==> src/dcs_defs.vh <==
// Register map, reset values and timing constants of the drive command selector
`ifndef DCS_DEFS_VH
`define DCS_DEFS_VH
// ----
// Register byte offsets
// ----
`define DCS_OFS_FRAME 8'h00
`define DCS_OFS_TMO 8'h04
`define DCS_OFS_ACTION 8'h08
`define DCS_OFS_WACK 8'h0c
`define DCS_OFS_CMODE 8'h10
`define DCS_OFS_CSRC 8'h14
`define DCS_OFS_TRIMMODE 8'h18
`define DCS_OFS_FSRC 8'h1c
`define DCS_OFS_KEYFREQ 8'h20
`define DCS_OFS_MAXFREQ 8'h24
`define DCS_OFS_STATION 8'h28
`define DCS_OFS_CTRL 8'h2c
`define DCS_OFS_STATUS 8'h30
`define DCS_OFS_TRIM 8'h34
`define DCS_OFS_SETPT 8'h38
// ----
// Reset values
// ----
`define DCS_RST_FRAME 5'h00
`define DCS_RST_TMO 10'h000
`define DCS_RST_ACTION 2'h1
`define DCS_RST_WACK 1'h0
`define DCS_RST_CMODE 1'h1
`define DCS_RST_CSRC 2'h0
`define DCS_RST_TRIMMODE 2'h0
`define DCS_RST_FSRC 3'h0
`define DCS_RST_KEYFREQ 16'h1388
`define DCS_RST_MAXFREQ 16'h1388
`define DCS_RST_STATION 8'h01
// ----
// Field positions and limits
// ----
`define DCS_CTRL_RESTORE 0
`define DCS_CTRL_CLRFLT 1
`define DCS_FRAME_MAX 5'h11
`define DCS_TMO_MAX 10'h3e8
`define DCS_STATION_MAX 8'hf7
`define DCS_BCAST 8'h00
`define DCS_PCT_FULL 30'sh3e8
// ----
// Timing
// ----
`define DCS_CLK_NS 20
`define DCS_TICK_NS 100000000
`endif

==> src/dcs_cmd_select.v <==
// Drive command source, frequency source and serial link configuration block
//
// Register access over Avalon-MM and the address map were left to the implementer.
`timescale 1ns/10ps
// Overview of operation
// - Codes 0-2 RTU 8 data 1 stop, parity none/odd/even.
// - Codes 3-5 RTU 8 data 2 stop, parity none/odd/even.
// - Codes 6-11 ASCII 7 data; 6-8 one stop, 9-11 two.
// - Codes 12-17 ASCII 8 data; 12-14 one stop, 15-17 two.
// - Station 1 to 247 accepted; 0 is broadcast.
// - Link timeout 0.1-100.0 s; 0.0 disables, default.
// - Action 0 alarms and coasts; 1 (default) keeps running.
// - Actions 2/3 stop; 2 under serial commands only, 3 always.
// - Write ack 0 (default) replies to writes; 1 suppresses.
// - Control mode 0 sensorless vector, 1 volts-per-hertz (default).
// - Command source 0 keypad (default), 1 terminals, 2 host.
// - Terminals give forward, reverse, forward jog, reverse jog.
// - Up/down trim adds onto any source except PID (5), top priority.
// - Trim mode 0 keeps trim over power loss, reapplies it.
// - Trim mode 1 trims while powered, drops it at power-down.
// - Trim mode 2 clears trim, ignores all up/down inputs.
// - Restoring defaults clears the trim.
// - Freq source 0-6: keypad, voltage, current, sum, multi-speed, PID, host.
// - Keypad source uses the keypad setpoint parameter.
// - Analog +100.0% is max frequency, -100.0% max reverse.
// - PID source sets operating frequency to PID output.
`include "dcs_defs.vh"
module dcs_cmd_select #(
  parameter TICK_CYCLES = `DCS_TICK_NS / `DCS_CLK_NS,
  parameter TRIM_STEP = 1
) (
  input wire MCLK_I, // 50 MHz core clock
  input wire RST_N_I, // Async reset, active low
  input wire [7:0] AVS_ADDRESS_I, // Byte address
  input wire AVS_READ_I, // Read request
  input wire AVS_WRITE_I, // Write request
  input wire [3:0] AVS_BYTEENABLE_I, // Byte lanes
  input wire [31:0] AVS_WRITEDATA_I, // Write data
  output wire [31:0] AVS_READDATA_O, // Read data
  output wire AVS_WAITREQUEST_O, // Stall
  input wire KEY_RUN_I, // Keypad run button
  input wire KEY_STOP_I, // Keypad stop button
  input wire KEY_UP_I, // Keypad increment
  input wire KEY_DOWN_I, // Keypad decrement
  input wire TERM_FWD_I, // Terminal forward run
  input wire TERM_REV_I, // Terminal reverse run
  input wire TERM_JOG_FWD_I, // Terminal forward jog
  input wire TERM_JOG_REV_I, // Terminal reverse jog
  input wire TERM_UP_I, // Terminal increment
  input wire TERM_DOWN_I, // Terminal decrement
  input wire POWER_DOWN_I, // Supply loss sense
  input wire HOST_RUN_I, // Host run level
  input wire HOST_REV_I, // Host reverse level
  input wire HOST_JOG_I, // Host jog level
  input wire FRAME_OK_I, // Valid frame pulse
  input wire [7:0] FRAME_ADDR_I, // Frame station address
  input wire FRAME_WR_I, // Frame is a write
  input wire signed [10:0] VOLT_PCT_I, // Voltage input, 0.1 %
  input wire signed [10:0] CURR_PCT_I, // Current input, 0.1 %
  input wire signed [17:0] MULTI_FREQ_I, // Multi-speed freq
  input wire signed [17:0] PID_FREQ_I, // PID freq
  input wire signed [17:0] HOST_FREQ_I, // Host freq
  input wire NV_LOAD_I, // Stored trim valid pulse
  input wire signed [17:0] NV_TRIM_I, // Stored trim value
  output reg NV_SAVE_O, // Store trim pulse
  output reg signed [17:0] NV_TRIM_O, // Trim to store
  output reg ASCII_MODE_O, // 1 ASCII, 0 RTU
  output reg DATA8_O, // 8 data bits
  output reg STOP2_O, // 2 stop bits
  output reg [1:0] PARITY_O, // 0 none 1 odd 2 even
  output reg FRAME_ACCEPT_O, // Frame for this station
  output reg REPLY_REQ_O, // Send a reply
  output reg VECTOR_MODE_O, // Sensorless vector selected
  output reg RUN_O, // Run command
  output reg REV_O, // Reverse direction
  output reg JOG_O, // Jog command
  output reg ALARM_O, // Link fault alarm
  output reg COAST_O, // Coast to stop
  output reg STOP_REQ_O, // Ramp stop request
  output reg signed [17:0] SETPOINT_O // Freq setpoint, 0.01 Hz
);
  // ----
  // Functions
  // ----
  function [31:0] merge;
    input [31:0] old;
    input [31:0] wd;
    input [3:0] be;
    integer i;
    begin
      merge = old;
      for (i = 0; i < 4; i = i + 1) begin
        if (be[i]) begin
          merge[8*i +: 8] = wd[8*i +: 8];
        end
      end
    end
  endfunction

  function signed [17:0] pct_to_freq;
    input signed [11:0] p;
    input [15:0] m;
    reg signed [29:0] prod;
    reg signed [29:0] quot;
    begin
      prod = p * $signed({1'b0, m});
      quot = prod / `DCS_PCT_FULL;
      pct_to_freq = quot[17:0];
    end
  endfunction

  function signed [17:0] clamp;
    input signed [18:0] v;
    input [15:0] m;
    begin
      if (v > $signed({3'b000, m})) begin
        clamp = $signed({2'b00, m});
      end else if (v < -$signed({3'b000, m})) begin
        clamp = -$signed({2'b00, m});
      end else begin
        clamp = v[17:0];
      end
    end
  endfunction

  // ----
  // Pin synchronisers
  // ----
  localparam NPIN = 11;
  localparam P_RUN = 10, P_STOP = 9, P_KUP = 8, P_KDN = 7, P_FWD = 6, P_REV = 5;
  localparam P_JF = 4, P_JR = 3, P_TUP = 2, P_TDN = 1, P_PWR = 0;
  wire [NPIN-1:0] pins = {KEY_RUN_I, KEY_STOP_I, KEY_UP_I, KEY_DOWN_I, TERM_FWD_I,
    TERM_REV_I, TERM_JOG_FWD_I, TERM_JOG_REV_I, TERM_UP_I, TERM_DOWN_I, POWER_DOWN_I};
  reg [NPIN-1:0] sync1_reg;
  reg [NPIN-1:0] sync2_reg;
  reg [NPIN-1:0] prev_reg;
  wire [NPIN-1:0] rise = sync2_reg & ~prev_reg;
  always @(posedge MCLK_I or negedge RST_N_I) begin
    if (!RST_N_I) begin
      sync1_reg <= {NPIN{1'b0}};
      sync2_reg <= {NPIN{1'b0}};
      prev_reg <= {NPIN{1'b0}};
    end else begin
      sync1_reg <= pins;
      sync2_reg <= sync1_reg;
      prev_reg <= sync2_reg;
    end
  end

  // ----
  // Avalon slave, one wait state
  // ----
  reg ack_reg;
  reg [31:0] rdata_reg;
  reg [31:0] rdata_next;
  reg [4:0] frame_reg;
  reg [9:0] tmo_reg;
  reg [1:0] action_reg;
  reg wack_reg;
  reg cmode_reg;
  reg [1:0] csrc_reg;
  reg [1:0] tmode_reg;
  reg [2:0] fsrc_reg;
  reg [15:0] keyfreq_reg;
  reg [15:0] maxfreq_reg;
  reg [7:0] station_reg;
  reg fault_reg;
  reg signed [17:0] trim_reg;
  wire req = AVS_READ_I | AVS_WRITE_I;
  wire wr_go = AVS_WRITE_I & ack_reg;
  wire [31:0] wd = AVS_WRITEDATA_I;
  assign AVS_WAITREQUEST_O = req & ~ack_reg;
  assign AVS_READDATA_O = rdata_reg;
  wire [31:0] ctrl_w = merge(32'h0, wd, AVS_BYTEENABLE_I);
  wire [31:0] keyfreq_w = merge({16'h0, keyfreq_reg}, wd, AVS_BYTEENABLE_I);
  wire restore = wr_go && AVS_ADDRESS_I == `DCS_OFS_CTRL && ctrl_w[`DCS_CTRL_RESTORE];
  wire clr_flt = wr_go && AVS_ADDRESS_I == `DCS_OFS_CTRL && ctrl_w[`DCS_CTRL_CLRFLT];

  always @* begin
    rdata_next = 32'h0;
    case (AVS_ADDRESS_I)
      `DCS_OFS_FRAME: rdata_next = {27'h0, frame_reg};
      `DCS_OFS_TMO: rdata_next = {22'h0, tmo_reg};
      `DCS_OFS_ACTION: rdata_next = {30'h0, action_reg};
      `DCS_OFS_WACK: rdata_next = {31'h0, wack_reg};
      `DCS_OFS_CMODE: rdata_next = {31'h0, cmode_reg};
      `DCS_OFS_CSRC: rdata_next = {30'h0, csrc_reg};
      `DCS_OFS_TRIMMODE: rdata_next = {30'h0, tmode_reg};
      `DCS_OFS_FSRC: rdata_next = {29'h0, fsrc_reg};
      `DCS_OFS_KEYFREQ: rdata_next = {16'h0, keyfreq_reg};
      `DCS_OFS_MAXFREQ: rdata_next = {16'h0, maxfreq_reg};
      `DCS_OFS_STATION: rdata_next = {24'h0, station_reg};
      `DCS_OFS_STATUS: rdata_next = {22'h0, RUN_O, REV_O, JOG_O, ALARM_O, STOP_REQ_O,
        PARITY_O, STOP2_O, DATA8_O, fault_reg};
      `DCS_OFS_TRIM: rdata_next = {{14{trim_reg[17]}}, trim_reg};
      `DCS_OFS_SETPT: rdata_next = {{14{SETPOINT_O[17]}}, SETPOINT_O};
      default: rdata_next = 32'h0;
    endcase
  end

  // Restore wins over a same-cycle write, it is the later intent
  always @(posedge MCLK_I or negedge RST_N_I) begin
    if (!RST_N_I) begin
      ack_reg <= 1'b0;
      rdata_reg <= 32'h0;
      frame_reg <= `DCS_RST_FRAME;
      tmo_reg <= `DCS_RST_TMO;
      action_reg <= `DCS_RST_ACTION;
      wack_reg <= `DCS_RST_WACK;
      cmode_reg <= `DCS_RST_CMODE;
      csrc_reg <= `DCS_RST_CSRC;
      tmode_reg <= `DCS_RST_TRIMMODE;
      fsrc_reg <= `DCS_RST_FSRC;
      keyfreq_reg <= `DCS_RST_KEYFREQ;
      maxfreq_reg <= `DCS_RST_MAXFREQ;
      station_reg <= `DCS_RST_STATION;
    end else begin
      ack_reg <= req & ~ack_reg;
      if (req & ~ack_reg) begin
        rdata_reg <= rdata_next;
      end
      if (restore) begin
        frame_reg <= `DCS_RST_FRAME;
        tmo_reg <= `DCS_RST_TMO;
        action_reg <= `DCS_RST_ACTION;
        wack_reg <= `DCS_RST_WACK;
        cmode_reg <= `DCS_RST_CMODE;
        csrc_reg <= `DCS_RST_CSRC;
        tmode_reg <= `DCS_RST_TRIMMODE;
        fsrc_reg <= `DCS_RST_FSRC;
        keyfreq_reg <= `DCS_RST_KEYFREQ;
        maxfreq_reg <= `DCS_RST_MAXFREQ;
        station_reg <= `DCS_RST_STATION;
      end else if (wr_go) begin
        // Out-of-range field values are dropped, old setting kept; bits above each field are not checked
        case (AVS_ADDRESS_I)
          `DCS_OFS_FRAME: if (ctrl_w[4:0] <= `DCS_FRAME_MAX) frame_reg <= ctrl_w[4:0];
          `DCS_OFS_TMO: if (ctrl_w[9:0] <= `DCS_TMO_MAX) tmo_reg <= ctrl_w[9:0];
          `DCS_OFS_ACTION: action_reg <= ctrl_w[1:0];
          `DCS_OFS_WACK: wack_reg <= ctrl_w[0];
          `DCS_OFS_CMODE: cmode_reg <= ctrl_w[0];
          `DCS_OFS_CSRC: if (ctrl_w[1:0] != 2'h3) csrc_reg <= ctrl_w[1:0];
          `DCS_OFS_TRIMMODE: if (ctrl_w[1:0] != 2'h3) tmode_reg <= ctrl_w[1:0];
          `DCS_OFS_FSRC: if (ctrl_w[2:0] != 3'h7) fsrc_reg <= ctrl_w[2:0];
          `DCS_OFS_KEYFREQ: keyfreq_reg <= keyfreq_w[15:0];
          `DCS_OFS_MAXFREQ: maxfreq_reg <= ctrl_w[15:0];
          `DCS_OFS_STATION: begin
            if (ctrl_w[7:0] != `DCS_BCAST && ctrl_w[7:0] <= `DCS_STATION_MAX) begin
              station_reg <= ctrl_w[7:0];
            end
          end
          default: ;
        endcase
      end
    end
  end

  // ----
  // Frame format decode
  // ----
  always @(posedge MCLK_I or negedge RST_N_I) begin
    if (!RST_N_I) begin
      ASCII_MODE_O <= 1'b0;
      DATA8_O <= 1'b1;
      STOP2_O <= 1'b0;
      PARITY_O <= 2'h0;
      VECTOR_MODE_O <= 1'b0;
    end else begin
      VECTOR_MODE_O <= ~cmode_reg;
      if (frame_reg < 5'h06) begin
        ASCII_MODE_O <= 1'b0;
        DATA8_O <= 1'b1;
        STOP2_O <= frame_reg >= 5'h03;
        PARITY_O <= (frame_reg >= 5'h03) ? frame_reg[1:0] - 2'h3 : frame_reg[1:0];
      end else if (frame_reg < 5'h0c) begin
        ASCII_MODE_O <= 1'b1;
        DATA8_O <= 1'b0;
        STOP2_O <= frame_reg >= 5'h09;
        PARITY_O <= (frame_reg >= 5'h09) ? frame_reg[1:0] - 2'h1 : frame_reg[1:0] - 2'h2;
      end else begin
        ASCII_MODE_O <= 1'b1;
        DATA8_O <= 1'b1;
        STOP2_O <= frame_reg >= 5'h0f;
        PARITY_O <= (frame_reg >= 5'h0f) ? frame_reg[1:0] - 2'h3 : frame_reg[1:0];
      end
    end
  end

  // ----
  // Frame acceptance and link timeout
  // ----
  wire addr_hit = FRAME_ADDR_I == station_reg || FRAME_ADDR_I == `DCS_BCAST;
  wire accept = FRAME_OK_I & addr_hit;
  reg [31:0] tick_cnt_reg;
  reg [9:0] elapsed_reg;
  wire tick = tick_cnt_reg == TICK_CYCLES - 1;
  wire tmo_hit = tmo_reg != 10'h0 && elapsed_reg >= tmo_reg;
  always @(posedge MCLK_I or negedge RST_N_I) begin
    if (!RST_N_I) begin
      FRAME_ACCEPT_O <= 1'b0;
      REPLY_REQ_O <= 1'b0;
      tick_cnt_reg <= 32'h0;
      elapsed_reg <= 10'h0;
      fault_reg <= 1'b0;
    end else begin
      FRAME_ACCEPT_O <= accept;
      // No reply to broadcasts, none to writes when suppressed
      REPLY_REQ_O <= accept && FRAME_ADDR_I != `DCS_BCAST && !(FRAME_WR_I && wack_reg);
      if (accept) begin
        tick_cnt_reg <= 32'h0;
        elapsed_reg <= 10'h0;
      end else if (tick) begin
        tick_cnt_reg <= 32'h0;
        if (elapsed_reg != `DCS_TMO_MAX) elapsed_reg <= elapsed_reg + 10'h1;
      end else begin
        tick_cnt_reg <= tick_cnt_reg + 32'h1;
      end
      // Set beats a same-cycle clear
      if (tmo_hit) begin
        fault_reg <= 1'b1;
      end else if (clr_flt) begin
        fault_reg <= 1'b0;
      end
    end
  end

  // ----
  // Fault action and run command source
  // ----
  reg key_run_reg;
  always @(posedge MCLK_I or negedge RST_N_I) begin
    if (!RST_N_I) begin
      ALARM_O <= 1'b0;
      COAST_O <= 1'b0;
      STOP_REQ_O <= 1'b0;
      key_run_reg <= 1'b0;
      RUN_O <= 1'b0;
      REV_O <= 1'b0;
      JOG_O <= 1'b0;
    end else begin
      ALARM_O <= fault_reg && action_reg == 2'h0;
      COAST_O <= fault_reg && action_reg == 2'h0;
      STOP_REQ_O <= fault_reg && (action_reg == 2'h3 ||
        (action_reg == 2'h2 && csrc_reg == 2'h2));
      if (rise[P_STOP] || csrc_reg != 2'h0) begin
        key_run_reg <= 1'b0;
      end else if (rise[P_RUN]) begin
        key_run_reg <= 1'b1;
      end
      case (csrc_reg)
        2'h0: begin
          RUN_O <= key_run_reg;
          REV_O <= 1'b0;
          JOG_O <= 1'b0;
        end
        2'h1: begin
          // Run levels win over jog levels; forward wins a tie
          RUN_O <= |sync2_reg[P_FWD:P_JR];
          REV_O <= sync2_reg[P_FWD] ? 1'b0 : sync2_reg[P_REV] ? 1'b1 :
            (sync2_reg[P_JR] & ~sync2_reg[P_JF]);
          JOG_O <= ~(sync2_reg[P_FWD] | sync2_reg[P_REV]) & (sync2_reg[P_JF] | sync2_reg[P_JR]);
        end
        2'h2: begin
          RUN_O <= HOST_RUN_I;
          REV_O <= HOST_REV_I;
          JOG_O <= HOST_JOG_I;
        end
        default: begin
          RUN_O <= 1'b0;
          REV_O <= 1'b0;
          JOG_O <= 1'b0;
        end
      endcase
    end
  end

  // ----
  // Up/down trim with retention
  // ----
  wire inc = rise[P_KUP] | rise[P_TUP];
  wire dec = rise[P_KDN] | rise[P_TDN];
  wire pwr_fall = rise[P_PWR];
  reg signed [18:0] trim_next;
  localparam signed [18:0] STEP = TRIM_STEP;
  always @* begin
    trim_next = {trim_reg[17], trim_reg};
    if (inc & ~dec) trim_next = trim_next + STEP;
    if (dec & ~inc) trim_next = trim_next - STEP;
  end
  always @(posedge MCLK_I or negedge RST_N_I) begin
    if (!RST_N_I) begin
      trim_reg <= 18'sh0;
      NV_SAVE_O <= 1'b0;
      NV_TRIM_O <= 18'sh0;
    end else begin
      NV_SAVE_O <= pwr_fall;
      NV_TRIM_O <= (tmode_reg == 2'h0) ? trim_reg : 18'sh0;
      if (restore || tmode_reg == 2'h2) begin
        trim_reg <= 18'sh0;
      end else if (pwr_fall && tmode_reg == 2'h1) begin
        trim_reg <= 18'sh0;
      end else if (NV_LOAD_I && tmode_reg == 2'h0) begin
        trim_reg <= NV_TRIM_I;
      end else begin
        trim_reg <= clamp(trim_next, maxfreq_reg);
      end
    end
  end

  // ----
  // Frequency source select and trim sum
  // ----
  reg signed [17:0] base;
  wire signed [11:0] sum_pct = {VOLT_PCT_I[10], VOLT_PCT_I} + {CURR_PCT_I[10], CURR_PCT_I};
  always @* begin
    case (fsrc_reg)
      3'h0: base = $signed({2'b00, keyfreq_reg});
      3'h1: base = pct_to_freq({VOLT_PCT_I[10], VOLT_PCT_I}, maxfreq_reg);
      3'h2: base = pct_to_freq({CURR_PCT_I[10], CURR_PCT_I}, maxfreq_reg);
      3'h3: base = pct_to_freq(sum_pct, maxfreq_reg);
      3'h4: base = MULTI_FREQ_I;
      3'h5: base = PID_FREQ_I;
      3'h6: base = HOST_FREQ_I;
      default: base = 18'sh0;
    endcase
  end
  always @(posedge MCLK_I or negedge RST_N_I) begin
    if (!RST_N_I) begin
      SETPOINT_O <= 18'sh0;
    end else if (fsrc_reg == 3'h5) begin
      SETPOINT_O <= PID_FREQ_I;
    end else begin
      // Trim sits on top of every other source
      SETPOINT_O <= clamp({base[17], base} + {trim_reg[17], trim_reg}, maxfreq_reg);
    end
  end
endmodule

==> config.mk <==
export PLATFORM = sky130hd
export DESIGN_NAME = dcs_cmd_select
export DESIGN_NICKNAME = d
export VERILOG_FILES = /design/src/dcs_cmd_select.v
export VERILOG_INCLUDE_DIRS = /design/src
export SDC_FILE = /design/constraint.sdc
export NUM_CORES = 2
export LEC_CHECK = 0
export ABC_AREA = 1
export ABC_CLOCK_PERIOD_IN_PS = 41700
export BUFFER_PORTS_ARGS = -buffer_cell sky130_fd_sc_hd__buf_2
export CAP_MARGIN = 40
export CORE_MARGIN = 8
export CORE_UTILIZATION = 50
export CTS_CLUSTER_SIZE = 30
export DETAILED_ROUTE_END_ITERATION = 8
export HOLD_SLACK_MARGIN = 0.1
export PLACE_DENSITY_LB_ADDON = 0.12
export SETUP_SLACK_MARGIN = 0.1
export SKIP_LAST_GASP = 1
export SLEW_MARGIN = 40
export SYNTH_ARGS = -nofsm -noshare
export SYNTH_HDL_FRONTEND = slang
export SYNTH_SLANG_ARGS = --single-unit
==> constraint.sdc <==
create_clock -name MCLK_I -period 41.7 [get_ports MCLK_I]
set_input_delay 0 -clock MCLK_I [delete_from_list [all_inputs] [get_ports MCLK_I]]
set_output_delay 0 -clock MCLK_I [all_outputs]
set_load 0.01 [all_outputs]
## Yosys cells after proc, flatten, opt, wreduce, memory -nomap -nowiden

Cells that the tools add are included.

| word-level totals | value |
|---|---|
| register bits after elaboration | 244 |
| input bits | 167 |
| logic and storage cells | 262 |

| operators by class | value |
|---|---|
| $add $sub $neg | 11 |
| multipliers | 3 |
| div/mod/pow operators | 3 |
| $lt $le $gt $ge | 13 |
| equal/unequal tests | 31 |
| multiplexer cells | 79 |
| bitwise logic cells | 20 |
| reduce and logical (&&, ||, !) cells | 65 |

Operators by type and width:

| kind | number |
|---|---|
| $pmux 32 s14 | 1 |
| $mux 18 | 9 |
| $pmux 18 s7 | 1 |
| $mux 16 | 6 |
| $div 30x11->30 const B | 3 |
| $mux 10 | 7 |
| $mux 32 | 2 |
| $mux 8 | 8 |
| $eq 8x6->1 const B | 7 |
| $mul 11x17->28 | 2 |
| $reduce_bool 2->1 | 24 |
| $gt 19x17->1 | 2 |
| $lt 19x19->1 | 2 |
| $mux 19 | 2 |
| $add 32x1->32 const B | 1 |
| $eq 32x23->1 const B | 1 |
| $eq 8x5->1 const B | 4 |
| $mux 2 | 15 |
| $mul 12x17->29 | 1 |
| $reduce_and 3->1 | 8 |
| $mux 5 | 4 |
| $add 18x18->19 | 1 |
| $add 18x2->19 const B | 1 |
| $neg 16->19 | 1 |
| 44 further kinds | 112 |

## Depth between registers and ports, before layout

| logic depth | value |
|---|---|
| depth after elaboration | 14 |
| gate-level depth with buffers | 193 |
| mapped depth without buffers | 191 |

## Worst setup path before layout

No wires, ideal clock.

| timing | value |
|---|---|
| path kind | in2reg |
| start point | in VOLT_PCT_I[1] |
| end point | reg SETPOINT_O[5] |
| library setup time | 126 ps |
| data arrival time | 20256 ps |
| slack | 21317 ps |
| cell stages on the path | 163 |
| path through | clkbuf_1 clkbuf_1 inv_1 fa_1 nor2_1 o21ai_0 nand2_1 nand2_1 nand2_1 a21oi_1 nor2_1 o21ai_0 nand2_1 nand2_1 nand2_1 a21oi_1 or2_2 nand2_1 (+127 left out) a21oi_1 o21bai_1 xor2_1 inv_1 ha_1 nand2_1 inv_1 nand3_1 nor3_1 nand4_1 a31o_2 nand2_1 inv_1 clkbuf_1 nand2_1 o21ai_0 o21ai_0 o21ai_0 |

| on the way | value |
|---|---|
| longest elaborated chain between the ends | 9 |
| elaborated cells between the ends (all ways) | 12 |

RTL lines:

| what | line | text |
|---|---|---|
| start, declared | dcs_cmd_select.v:58 | `input wire signed [10:0] VOLT_PCT_I,` |
| $add 11x11->12 | dcs_cmd_select.v:414 | `wire signed [11:0] sum_pct = {VOLT_PCT_I[10], VOLT_PCT_I} + {CURR_PCT_I[10], CURR_PCT_I};` |
| $mul 12x17->29 | dcs_cmd_select.v:106 | `prod = p * $signed({1'b0, m});` |
| $div 30x11->30 (no line) | - |  |
| $pmux 18 s7 (*) | dcs_cmd_select.v:416 | `case (fsrc_reg)` |
| $add 18x18->19 (*) | dcs_cmd_select.v:434 | `SETPOINT_O <= clamp({base[17], base} + {trim_reg[17], trim_reg}, maxfreq_reg);` |
| $lt 19x19->1 | dcs_cmd_select.v:118 | `end else if (v < -$signed({3'b000, m})) begin` |
| $mux 18 | dcs_cmd_select.v:118 |  |
| $mux 18 (*) | dcs_cmd_select.v:116 | `if (v > $signed({3'b000, m})) begin` |
| $mux 18 (*) | dcs_cmd_select.v:430 | `end else if (fsrc_reg == 3'h5) begin` |
| end signal, assigned | dcs_cmd_select.v:434 |  |
| end, declared | dcs_cmd_select.v:80 | `output reg signed [17:0] SETPOINT_O` |

Every way passes the cells marked *; elsewhere a longest branch is shown, timed or not.
A chain may end at the register's enable or synchronous reset.

## Worst setup path after layout

| timing | value |
|---|---|
| start point | in CURR_PCT_I[2] |
| end point | reg SETPOINT_O[14] |

| on the way | value |
|---|---|
| longest elaborated chain between the ends | 9 |
| elaborated cells between the ends (all ways) | 12 |

RTL lines:

| what | line | text |
|---|---|---|
| start, declared | dcs_cmd_select.v:59 | `input wire signed [10:0] CURR_PCT_I,` |
| $add 11x11->12 | dcs_cmd_select.v:414 |  |
| $mul 12x17->29 | dcs_cmd_select.v:106 |  |
| $div 30x11->30 (no line) | - |  |
| $pmux 18 s7 (*) | dcs_cmd_select.v:416 |  |
| $add 18x18->19 (*) | dcs_cmd_select.v:434 |  |
| $lt 19x19->1 | dcs_cmd_select.v:118 |  |
| $mux 18 | dcs_cmd_select.v:118 |  |
| $mux 18 (*) | dcs_cmd_select.v:116 |  |
| $mux 18 (*) | dcs_cmd_select.v:430 |  |

Marks and branches as above.

==> out/metrics.csv <==
stage,metric,value,unit
outcome,status,completed,
setup_path,reg2reg_from,maxfreq_reg[7]$_DFFE_PN1P_,
cts,path_clk_slew,60,ps
floorplan,die_y,302,µm
synth,synth_edf_count,0,
setup_path,rr_worst_depth,150,
synth,synth_top_cell_area_share,19.3,%
setup_path,r2r_setup_slack,16620,ps
floorplan,core,0.0816,mm²
synth,ys_ff_latch,226,
setup_path,cp-start-kind,input port,
synth,yosys.area_share.simple,30.0,%
floorplan,die_w,302,µm
route,dr_total_vias,39600,
synth,synth.avg_cell_area,6.83,µm²
synth,syn_inst,6006,
grt,grt_pass1_vias,39300,
floorplan,die-area,0.0914,mm²
sta,fin_crit_sh,62.0,%
sta,setup_tns,0,ps
grt,grtUsageTotal,31.0,%
sta,worst_pin_slew,894,ps
place,port-buffer-count,232,
cts,worstSkewPairLatency,550,ps
hold_path,hp-class,input port to flop,
flow_run,maxCapViolCount,0,
synth,yosys-top-cells-area,"fa_1, nand2_1, dfrtp_1",
floorplan,ios,251,
setup_path,cpMostUsedCell,nand2_1,
route,drcViolationCount,0,
synth,yosys_warnings,0,
sta,relSlewSlack,40.4,%
cells_and_area,fillCellCount,8193,
floorplan,std_cell_rows,105,
setup_path,endpoint_kind,flop,
grt,antenna_found_initial,4,
route,drtPass1Iterations,6,
sta,rsz0062_at_grt,no,
setup_path,reg2reg_to,SETPOINT_O[14]$_DFF_PN0_,
cells_and_area,layout_commonest_cell,nand2_1,
cts,clkSinkCount,226,
sta,hold_violations,0,
setup_path,crit_type,input port to flop,
cts,htreeDepth,1,
cts,cts-root-buf,clkbuf_16,
setup_path,crit_path_end,SETPOINT_O[14]$_DFF_PN0_,
sta,hold_slack,109,ps
setup_path,worstPathRequired,42100,ps
sta,max_freq,0.0387,GHz
sta,finClkSkew,23.1,ps
grt,grt_max_degree,91,
synth,synthXorXnorAreaFrac,2.37,%
cts,numCtsBuffers,23,
floorplan,initial_core_util,50.2,%
cells_and_area,final_net_count,7154,
setup_path,arrival,26260,ps
synth,yosysSeqAreaShare,13.8,%
cells_and_area,largest_reg_flops,32,
synth,synth.cell_area,0.0410,mm²
synth,synth_nets,6934,
synth,synth_largest_area_cell,fa_1,
setup_path,slowest_delay,720,ps
sta,slew_violations,0,
synth,synth-adder-area-share,30.5,%
cells_and_area,syn2layout_area_growth,9.59,%
cts,cts_tree,done,
setup_path,crit_fanout,61,
route,ant_nets,0,
sta,post-route-min-period,25860,ps
route,via_per_inst,5.41,
synth,synth.distinct_cells,74,
synth,synth_compound_area_share,9.38,%
grt,grt_first_pass_wirelength,222000,µm
cts,cts_max_path_buffers,3,
route,drt_iter0_drc,2915,
cells_and_area,final_cell_mix,"nand2_1, inv_1, nor2_1",
sta,setup_viol,0,
synth,synth_top_family_by_area,adder cells,
route,wirelength,142000,µm
synth,ys_async_sr_fraction,100,%
setup_path,slowest_stage,clkinv_1,
grt,grt-ovfl-total,0,
place,dp_hpwl,114000,µm
synth,synth_ff_type,dfrtp_1,
route,routedWlPerCell,19.3,µm
synth,yosys-mux-area-fraction,0.0244,%
cells_and_area,drive_gt1_share,9.61,%
place,gp_congestion,1.00,
setup_path,startpoint,CURR_PCT_I[2],
==> area by class of cell <==
type                    instances  area (µm²)  share of cell area, %
diodes                          7        17.5                 0.0390
inverters                    1309        4920                   11.0
clock buffers                  33         653                   1.45
multi-input cells            4289       29600                   66.0
well taps                    1070        1340                   2.98
clock inverters                 8         138                  0.306
flip-flops and latches        226        5680                   12.6
repair buffers                377        2540                   5.66
==> synth_stat cells, types with 45 or more instances <==
cell,number
a21oi_1,182
clkbuf_1,140
dfrtp_1,212
fa_1,395
ha_1,366
inv_1,1235
inv_2,45
nand2_1,1598
nand2_2,80
nand3_1,333
nand4_1,65
nor2_1,411
nor3_1,85
o21ai_0,215
xor2_1,88
==> worst min path at each step <==
stage,startpoint,to,slack [ps],depth (start not counted)
final,KEY_RUN_I,sync1_reg[10]$_DFF_PN0_,110,2
after global routing,KEY_RUN_I,sync1_reg[10]$_DFF_PN0_,110,2
after CTS,TERM_DOWN_I,sync1_reg[1]$_DFF_PN0_,100,2
after detailed placement,RST_N_I,sync2_reg[8]$_DFF_PN0_,80,1
after global placement,RST_N_I,sync2_reg[8]$_DFF_PN0_,70,1
after floorplan,RST_N_I,ASCII_MODE_O$_DFF_PN0_,-300,0
==> routing by layer <==
layer  up-vias  global-route usage (%)  part of all wire, %
met1     18900                    39.5                   42
li1      19000                       -                    -
met4         0                    14.1                  5.5
met2      1350                    52.3                   46
met5         -                       0                    0
met3       322                    4.10                  7.1
==> kinds of logic after synthesis <==
family | count (synthesis)
flip-flops | 226
XOR/XNOR | 110
AND/OR/NAND/NOR | 2772
adder cells (fa/ha/maj) | 761
buffers and inverters | 1491
multiplexers | 1
AO/OA/AOI/OAI | 645
==> timing repair <==
| action | CTS | global route |
|---|---|---|
| setup buffers | 0 | 0 |
| hold endpoints to repair | 212 | 0 |
| gates resized for setup | 0 | 0 |
| hold buffers | 102 | 0 |
==> critical path, delay by kind of cell <==
kind / cells / cell delay [ps]
compound gates: 31 / 5880
buf+inv: 21 / 3260
simple gates: 101 / 12430
xor+xnor: 2 / 400
fa+ha+maj: 9 / 4190
==> metrics by stage <==
stage          instance area (µm²)  instances  setup WS (ps)  util, %
2_1_floorplan                41000       6006          21320        -
6_report                     44900       7319          15840     55.1
5_1_grt                      44900       7314          13570     55.1
4_1_cts                      44900       7310          16380     55.0
3_5_place_dp                 43100       7167          15860     52.8
3_3_place_gp                 43000       7163          16140     52.7
Power is not shown: default switching activity piles up to over one toggle a cycle in this logic, so the estimate is an artifact.
